$ cat config.mk
export PLATFORM = sky130hd
export DESIGN_NAME = timer0_width_capture_config
export DESIGN_NICKNAME = d
export VERILOG_FILES = /design/src/rtl/timer0_pkg.sv /design/src/rtl/capture_noise_filter.sv /design/src/rtl/edge_detect.sv /design/src/rtl/timer0_width_capture_config.sv
export SDC_FILE = /design/constraint.sdc
export NUM_CORES = 1
export LEC_CHECK = 0
export CORE_MARGIN = 2
export CORE_UTILIZATION = 30
export DETAILED_ROUTE_END_ITERATION = 10
export DONT_BUFFER_PORTS = 1
export HOLD_SLACK_MARGIN = 0.06
export PLACE_DENSITY_LB_ADDON = 0.08
export SKIP_CTS_REPAIR_TIMING = 1
export SLEW_MARGIN = 20
export SYNTH_ARGS = -nofsm -noshare
export SYNTH_HDL_FRONTEND = slang
export SYNTH_SLANG_ARGS = --single-unit
$ cat constraint.sdc
create_clock -name sys_clk -period 2 [get_ports sys_clk]
set_clock_uncertainty 0.05 [all_clocks]
set_input_delay 0.1 -clock sys_clk [delete_from_list [all_inputs] [get_ports sys_clk]]
set_output_delay 0.1 -clock sys_clk [all_outputs]
set_load 0.005 [all_outputs]
$ cat src/rtl/timer0_pkg.sv
// Shared constants for the 8/16-bit timer with input capture
package timer0_pkg;
  // Register addresses on the 8-bit register port (chosen)
  localparam logic [2:0] ADDR_CONTROL_A    = 3'h0;
  localparam logic [2:0] ADDR_COUNTER_LOW  = 3'h1;
  localparam logic [2:0] ADDR_COUNTER_HIGH = 3'h2;
  localparam logic [2:0] ADDR_COMPARE_A    = 3'h3;
  localparam logic [2:0] ADDR_COMPARE_B    = 3'h4;
  localparam logic [2:0] ADDR_IRQ_MASK     = 3'h5;
  localparam logic [2:0] ADDR_IRQ_FLAG     = 3'h6;
  // Control register A field positions
  localparam int BIT_WIDTH_SELECT   = 7;
  localparam int BIT_CAPTURE_MODE   = 6;
  localparam int BIT_NOISE_FILTER   = 5;
  localparam int BIT_EDGE_SELECT    = 4;
  localparam int BIT_COMPARATOR_CAP = 3;
  localparam int BIT_CLEAR_ON_MATCH = 0;
  // Writable bits of control register A; bits 2:1 are reserved
  localparam logic [7:0] CONTROL_A_WMASK = 8'hF9;
  localparam logic [7:0] CONTROL_A_RESET = 8'h00;
  // Interrupt mask and flag field position
  localparam int BIT_CAPTURE_IRQ    = 0;
  // Noise filter agreement count
  localparam int FILTER_SAMPLES     = 4;
endpackage

$ cat src/rtl/capture_noise_filter.sv
// Capture input noise filter requiring successive agreeing samples
`timescale 1ns/1ps
`default_nettype none
module capture_noise_filter #(
  parameter int SAMPLES = timer0_pkg::FILTER_SAMPLES
) (
  input  wire logic sys_clk,
  input  wire logic sys_rst,
  input  wire logic rawIn,
  output logic      filteredOut
);
  logic [SAMPLES-2:0] history;
  logic [SAMPLES-2:0] next_history;
  logic               next_filteredOut;

  // Current sample plus stored ones must agree; keeps the added delay at SAMPLES cycles
  always_comb begin
    next_history = {history[SAMPLES-3:0], rawIn};
    next_filteredOut = filteredOut;
    if (&{history, rawIn}) begin
      next_filteredOut = 1'b1;
    end else if (~|{history, rawIn}) begin
      next_filteredOut = 1'b0;
    end
  end

  always_ff @(posedge sys_clk or posedge sys_rst) begin
    if (sys_rst) begin
      history     <= '0;
      filteredOut <= 1'b0;
    end else begin
      history     <= next_history;
      filteredOut <= next_filteredOut;
    end
  end
endmodule
`default_nettype wire

$ cat src/rtl/edge_detect.sv
// Selectable-polarity edge detector producing a one-cycle pulse
`timescale 1ns/1ps
`default_nettype none
module edge_detect (
  input  wire logic sys_clk,
  input  wire logic sys_rst,
  input  wire logic level,
  input  wire logic risingSel,
  output logic      pulse
);
  logic previous;

  // Falling edge when select is zero, rising when one
  assign pulse = risingSel ? (level & ~previous) : (~level & previous);

  always_ff @(posedge sys_clk or posedge sys_rst) begin
    if (sys_rst) begin
      previous <= 1'b0;
    end else begin
      previous <= level;
    end
  end
endmodule
`default_nettype wire

$ cat src/rtl/timer0_width_capture_config.sv
// Timer core: control register A, 16-bit access path and input capture
// Function
// Width bit one gives 16-bit counter and compare
// Capture-enable bit selects input capture mode
// Filter changes after four agreeing samples
// Filter delays capture by four cycles
// Edge select zero falling, one rising
// Capture copies counter and sets flag
// Comparator capture routes comparator through front end
// Comparator ignored when that bit is zero
// Capture interrupt needs mask enable bit
// Bits two and one read zero
// Mode bit picks free-run or clear-on-match; the code clears only in 8-bit mode, 16-bit mode always free-runs
// Software guards two-byte accesses from interrupts
// Temporary high byte survives low-byte write
// Low-byte write commits temp plus low
// Low-byte read loads temp with high
// Write high first, read low first
// 16-bit capture register read through temp
// Control register A resets to zero
`timescale 1ns/1ps
`default_nettype none
module timer0_width_capture_config (
  input  wire logic       sys_clk,
  input  wire logic       sys_rst,
  input  wire logic [2:0] regAddr,
  input  wire logic       regWrite,
  input  wire logic       regRead,
  input  wire logic [7:0] regWriteData,
  output logic      [7:0] regReadData,
  input  wire logic       countTick,
  input  wire logic       capture_input_pin,
  input  wire logic       comparatorOut,
  output logic            captureIrq,
  output logic            compareMatch
);
  logic [7:0]  timer_control_a;
  logic [7:0]  timer_irq_mask;
  logic        capture_flag;
  logic [7:0]  tempHigh;
  logic [15:0] counter;
  logic [7:0]  compare_reg_a;
  logic [7:0]  compare_reg_b;
  logic [7:0]  next_control;
  logic [7:0]  next_mask;
  logic        next_flag;
  logic [7:0]  next_temp;
  logic [15:0] next_counter;
  logic [7:0]  next_cmpA;
  logic [7:0]  next_cmpB;
  logic [7:0]  next_readData;
  logic        next_irq;
  logic        next_match;
  logic        pinSync1;
  logic        pinSync2;
  logic        cmpSync1;
  logic        cmpSync2;
  logic        captureSource;
  logic        filtered;
  logic        frontEnd;
  logic        captureEvent;
  logic        wide;
  logic        captureMode;
  logic        clearOnMatch;
  logic [15:0] compareValue;
  logic        matchNow;
  logic        wrLow;
  logic        rdLow;

  assign wide         = timer_control_a[timer0_pkg::BIT_WIDTH_SELECT];
  assign captureMode  = timer_control_a[timer0_pkg::BIT_CAPTURE_MODE];
  assign clearOnMatch = timer_control_a[timer0_pkg::BIT_CLEAR_ON_MATCH];

  // Two-stage synchronisers for the pin and the comparator
  always_ff @(posedge sys_clk or posedge sys_rst) begin
    if (sys_rst) begin
      pinSync1 <= 1'b0;
      pinSync2 <= 1'b0;
      cmpSync1 <= 1'b0;
      cmpSync2 <= 1'b0;
    end else begin
      pinSync1 <= capture_input_pin;
      pinSync2 <= pinSync1;
      cmpSync1 <= comparatorOut;
      cmpSync2 <= cmpSync1;
    end
  end

  // Comparator replaces the pin only when selected
  assign captureSource = timer_control_a[timer0_pkg::BIT_COMPARATOR_CAP] ? cmpSync2 : pinSync2; // see R7

  capture_noise_filter #(
    .SAMPLES(timer0_pkg::FILTER_SAMPLES)
  ) u_filter (
    .sys_clk    (sys_clk),
    .sys_rst    (sys_rst),
    .rawIn      (captureSource),
    .filteredOut(filtered)
  );

  // Filtered path costs four extra cycles of latency
  assign frontEnd = timer_control_a[timer0_pkg::BIT_NOISE_FILTER] ? filtered : captureSource;

  edge_detect u_edge (
    .sys_clk  (sys_clk),
    .sys_rst  (sys_rst),
    .level    (frontEnd),
    .risingSel(timer_control_a[timer0_pkg::BIT_EDGE_SELECT]),
    .pulse    (captureEvent)
  );

  // Compare value: A alone in 8-bit mode, B:A joined in 16-bit mode
  assign compareValue = wide ? {compare_reg_b, compare_reg_a} : {8'h00, compare_reg_a};
  assign matchNow = !captureMode && (wide ? (counter == compareValue)
                                          : (counter[7:0] == compare_reg_a));
  assign wrLow = regWrite && (regAddr == timer0_pkg::ADDR_COUNTER_LOW
                           || regAddr == timer0_pkg::ADDR_COMPARE_A);
  assign rdLow = regRead && (regAddr == timer0_pkg::ADDR_COUNTER_LOW
                          || regAddr == timer0_pkg::ADDR_COMPARE_A);

  // Next-state logic for registers, counter and read path
  always_comb begin
    next_control  = timer_control_a;
    next_mask     = timer_irq_mask;
    next_flag     = capture_flag;
    next_temp     = tempHigh;
    next_counter  = counter;
    next_cmpA     = compare_reg_a;
    next_cmpB     = compare_reg_b;
    next_readData = regReadData;
    // Counter advance; clear on match only in 8-bit clear mode
    if (countTick) begin
      if (!wide && !captureMode && clearOnMatch && counter[7:0] == compare_reg_a) begin
        next_counter = 16'h0000;
      end else if (wide) begin
        next_counter = counter + 16'h0001;
      end else begin
        next_counter = {8'h00, counter[7:0] + 8'h01};
      end
    end
    // Capture copies the count into compare A, and into B:A joined in 16-bit mode
    if (captureMode && captureEvent) begin
      next_cmpA = counter[7:0];
      if (wide) begin
        next_cmpB = counter[15:8];
      end
    end
    // Register writes; in 16-bit mode a low-byte write commits temp, temp is kept
    if (regWrite) begin
      case (regAddr)
        timer0_pkg::ADDR_CONTROL_A: begin
          next_control = regWriteData & timer0_pkg::CONTROL_A_WMASK;
        end
        timer0_pkg::ADDR_COUNTER_LOW: begin
          next_counter = wide ? {tempHigh, regWriteData} : {8'h00, regWriteData}; // see R14
        end
        timer0_pkg::ADDR_COUNTER_HIGH: begin
          next_temp = regWriteData;
        end
        timer0_pkg::ADDR_COMPARE_A: begin
          next_cmpA = regWriteData;
          if (wide) begin
            next_cmpB = tempHigh; // see R14
          end
        end
        timer0_pkg::ADDR_COMPARE_B: begin
          if (wide) begin
            next_temp = regWriteData;
          end else begin
            next_cmpB = regWriteData;
          end
        end
        timer0_pkg::ADDR_IRQ_MASK: begin
          next_mask = {7'h00, regWriteData[timer0_pkg::BIT_CAPTURE_IRQ]};
        end
        timer0_pkg::ADDR_IRQ_FLAG: begin
          if (regWriteData[timer0_pkg::BIT_CAPTURE_IRQ]) begin
            next_flag = 1'b0;
          end
        end
        default: begin
        end
      endcase
    end
    // Set wins over a clear in the same cycle
    if (captureMode && captureEvent) begin
      next_flag = 1'b1;
    end
    // Read path; in 16-bit mode a low-byte read snapshots the high byte into temp
    next_readData = 8'h00;
    if (regRead) begin
      case (regAddr)
        timer0_pkg::ADDR_CONTROL_A:    next_readData = timer_control_a;
        timer0_pkg::ADDR_COUNTER_LOW:  next_readData = counter[7:0];
        timer0_pkg::ADDR_COUNTER_HIGH: next_readData = wide ? tempHigh : counter[15:8];
        timer0_pkg::ADDR_COMPARE_A:    next_readData = compare_reg_a;
        // Compare B reads through temp only for a 16-bit capture
        timer0_pkg::ADDR_COMPARE_B:    next_readData = (wide && captureMode) ? tempHigh : compare_reg_b;
        timer0_pkg::ADDR_IRQ_MASK:     next_readData = timer_irq_mask;
        timer0_pkg::ADDR_IRQ_FLAG:     next_readData = {7'h00, capture_flag};
        default:                       next_readData = 8'h00;
      endcase
      if (rdLow && wide) begin
        next_temp = (regAddr == timer0_pkg::ADDR_COUNTER_LOW) ? counter[15:8] : compare_reg_b; // see R15
      end
    end
    next_irq   = next_flag && next_mask[timer0_pkg::BIT_CAPTURE_IRQ];
    next_match = matchNow && countTick && !wrLow;
  end

  // Registered state; control resets to 8-bit normal mode
  always_ff @(posedge sys_clk or posedge sys_rst) begin
    if (sys_rst) begin
      timer_control_a <= timer0_pkg::CONTROL_A_RESET;
      timer_irq_mask  <= 8'h00;
      capture_flag    <= 1'b0;
      tempHigh        <= 8'h00;
      counter         <= 16'h0000;
      compare_reg_a   <= 8'h00;
      compare_reg_b   <= 8'h00;
      regReadData     <= 8'h00;
      captureIrq      <= 1'b0;
      compareMatch    <= 1'b0;
    end else begin
      timer_control_a <= next_control;
      timer_irq_mask  <= next_mask;
      capture_flag    <= next_flag;
      tempHigh        <= next_temp;
      counter         <= next_counter;
      compare_reg_a   <= next_cmpA;
      compare_reg_b   <= next_cmpB;
      regReadData     <= next_readData;
      captureIrq      <= next_irq;
      compareMatch    <= next_match;
    end
  end
endmodule
`default_nettype wire

==> out/metrics.yaml <==
drt:
  drt-pass1-iter-count: 6
  wirelength_um: 16700
  wl_per_cell_um: 23.6
  drt-initial-drc-count: 349
  via_per_inst: 5.71
  vias: 4039
  drcViolationCount: 0
  ant_nets: 0
synth:
  ys_warn_count: 0
  synth_top_cell_by_area: "dfrtp_1"
  synth.top_cell.area_share_pct: 39.4
  synth_seq_cells: 67
  yosysSeqAreaShare_pct: 39.4
  syn_avg_cell_area_um2: 8.62
  synthCells: 493
  yosysUniqueCellTypes: 63
  synthArstFlopShare_pct: 100
  synthTopCellsByArea: "dfrtp_1, nand2_1, mux2i_1"
  syn-num-nets: 512
  yosys_most_used_dff: "dfrtp_1"
  synth_edf_count: 0
  netlist_area_um2: 4250
setup_path:
  crit_buf_inv: 1
  worstPathMaxFanout: 6
  cp_cell_sequence: "buf_4 > xor2_1 > nor4_1 > a21oi_1 > a2111oi_1"
  critical_path.slowest_cell: "a2111oi_1"
  cp.arrival_ns: 2.05
  cpPeakStageDelay_ns: 0.56
  start_kind: "flop"
  critPathKind: "reg -> reg"
  critPathCaptureType: "flop"
  path_delay_family: "compound AO/OA/AOI/OAI gates"
  worst_ep_required_time_ns: 2.13
power_and_ir_drop:
  p_per_area_nw_per_um2: 1200
  peakVddDrop_mv: 0.549
  intPower_w: 0.00389
  leakagePower_nw: 2.12
  combPwrFrac_pct: 34.5
  power.switching_w: 0.00236
  seqPwrFrac_pct: 36.9
  p_clk_share_pct: 28.6
  switching_share_pct: 37.7
global_route:
  grt_pass1_vias: 3760
  grt_antenna_before_repair: 1
  grt_pass1_wl_um: 23700
  gr-total-overflow: 0
  grt_use_total_pct: 21.8
  grt_start_max_net_pins: 38
clock_network:
  clock_tree.buffer_depth: 2
  root_buffer: "clkbuf_16"
  cts_tree: "yes"
  path_clk_slew_ns: 0.06
  cts_htree_levels: 3
  clkLatencyLatePin_ns: 0.35
  cts_num_sinks: 67
  cts_made_buffers: 9
final_layout:
  area_growth_pct: 22.0
  finalNetCount: 540
  n_fill_cell: 1447
  drive_gt1_share_pct: 12.0
  fin_area_um2: 5190
timing:
  min_period_ns: 1.92
  slew_violations: 0
  fin_ws_ns: 0.0815
  rsz0062_at_grt: "no"
  finalCritPeriodShare_pct: 95.9
  maxSlewHeadroom_pct: 51.2
  fin_setup_tns_ns: 0
  holdWs_ns: 0.0422
  finalSetupViolCount: 0
  hold_viol: 0
  fmax_ghz: 0.521
  worstMarginPinSlew_ns: 0.732
die:
  num_io_pins: 28
  fp-row-count: 43
  initial_core_util_pct: 30.6
  core_area_um2: 13900
  die_area_um2: 15100
  die_y_um: 123
  die_w_um: 123
min_path:
  hold_class: "in -> reg"
place:
  gp_congestion: 0.865
  dpl_worst_slack_ns: -0.0193
  dpl_cell_area_um2: 4580
  numPortBuffers: 0
  dpl.hpwl_um: 10900
job:
  drv_cap: 0
run_status:
  status: "finished clean"
-- sequential cells by signal, indices dropped and copies added, names as in the netlist, 3 cells and up --
| register | flops |
|---|---|
| compare_reg_a | 8 |
| counter | 16 |
| tempHigh | 8 |
| compare_reg_b | 8 |
| timer_control_a | 6 |
| u_filter.history | 3 |
| regReadData | 8 |
-- metrics by stage --
step | instances | util (%) | total power (W)
4_1_cts | 679 | 35.3 | 0.00617
5_1_grt | 706 | 37.3 | 0.00662
3_3_place_gp | 663 | 33.0 | 0.00436
3_5_place_dp | 663 | 33.0 | 0.00436
2_1_floorplan | 493 | - | 0.00362
6_report | 707 | 37.4 | 0.00624
-- final cells by class --
class                           count  area (µm²)  share of cell area [%]
Antenna cell                        1        2.50                  0.0483
Clock buffer                       10         239                    4.61
Clock inverter                      6        88.8                    1.71
Inverter                           12        45.0                   0.869
Multi-Input combinational cell    371        2350                    45.4
Sequential cell                    67        1680                    32.4
Tap cell                          180         225                    4.34
Timing Repair Buffer               60         556                    10.7
-- kinds of logic (layout without fill, tap and decap cells) --
kind of cell,after synthesis,count (layout),share of synthesized area [%]
xor gates and xnor gates,20,20,4.12
adders and majority gates,1,1,0.294
DFF,67,67,39.4
and+or+nand+nor,173,173,20.5
muxes,30,30,7.77
AOI/OAI and AO/OA,147,147,22.5
buffers and inverters,55,88,5.39
other,0,1,0
-- power groups by stage --
stage | logic (W) | registers [W] | clock network [W]
final | 0.00215 | 0.00230 | 0.00179
after global placement | 0.00205 | 0.00231 | 0
after CTS | 0.00205 | 0.00229 | 0.00182
after floorplan | 0.00159 | 0.00203 | 0
after global routing | 0.00238 | 0.00236 | 0.00188
after detailed placement | 0.00204 | 0.00232 | 0
-- final timing paths --
path	start	endpoint	slack, ns	cells past startpoint
worst min register to register	pinSync1	pinSync2	0.30	0
worst max register to register	counter[8]	compareMatch	0.08	5
worst max-delay path	counter[8]	compareMatch	0.08	5
min in group asynchronous	sys_rst	compare_reg_a[5]	0.28	2
max in group asynchronous	sys_rst	counter[0]	0.91	3
worst min-delay path	regAddr[0]	regReadData[7]	0.04	3
-- placed cells by master (no fill, tap or decap), drive strengths merged, types with 3 or more instances in the layout --
cell type     n
a31oi         4
nor2b        12
o22ai         6
clkbuf       10
mux2          8
dlygate4sd3  27
o221ai        3
buf          33
nand3        19
nor3         14
nand4         8
o211ai        5
o21ai        30
xor2         13
a211oi        9
nor4          5
a22oi        11
mux2i        22
or3           4
nand3b        3
clkinv        3
a221oi        5
nor2         21
and3          3
nand2        69
and2          3
inv          11
a21oi        40
nor3b         3
a2bb2oi       3
xnor2         7
dfrtp        67
o31ai        11
nand2b        3
-- cells in the mapped netlist, types with 3 or more instances --
cell / instances
a211oi_1: 9
a21oi_1: 40
a221oi_1: 5
a22oi_1: 11
a2bb2oi_1: 3
a31oi_1: 4
and2_1: 3
and3_1: 3
buf_2: 15
clkbuf_1: 26
dfrtp_1: 67
inv_1: 11
mux2_1: 4
mux2i_1: 21
nand2_1: 68
nand2b_1: 3
nand3_1: 19
nand3b_1: 3
nand4_1: 8
nor2_1: 21
nor2b_1: 12
nor3_1: 13
nor4_1: 5
o211ai_1: 5
o21ai_0: 23
o21ai_1: 7
o221ai_1: 3
o22ai_1: 6
o31ai_1: 11
or3_1: 4
xnor2_1: 7
xor2_1: 13
-- routing by layer --
layer,vias up,wire length [µm],global-route usage (%)
met5,-,0,0
met4,0,324,7.39
met3,22,1180,4.20
met2,149,8100,34.9
met1,2004,7090,29.4
li1,1864,-,-
-- worst min-delay path, cell delays in order --
cell	delay [ns]
a21oi_1	0.05
a2bb2oi_1	0.13
nor2_1	0.10
No activity file was read; power rests on OpenSTA's default activity.
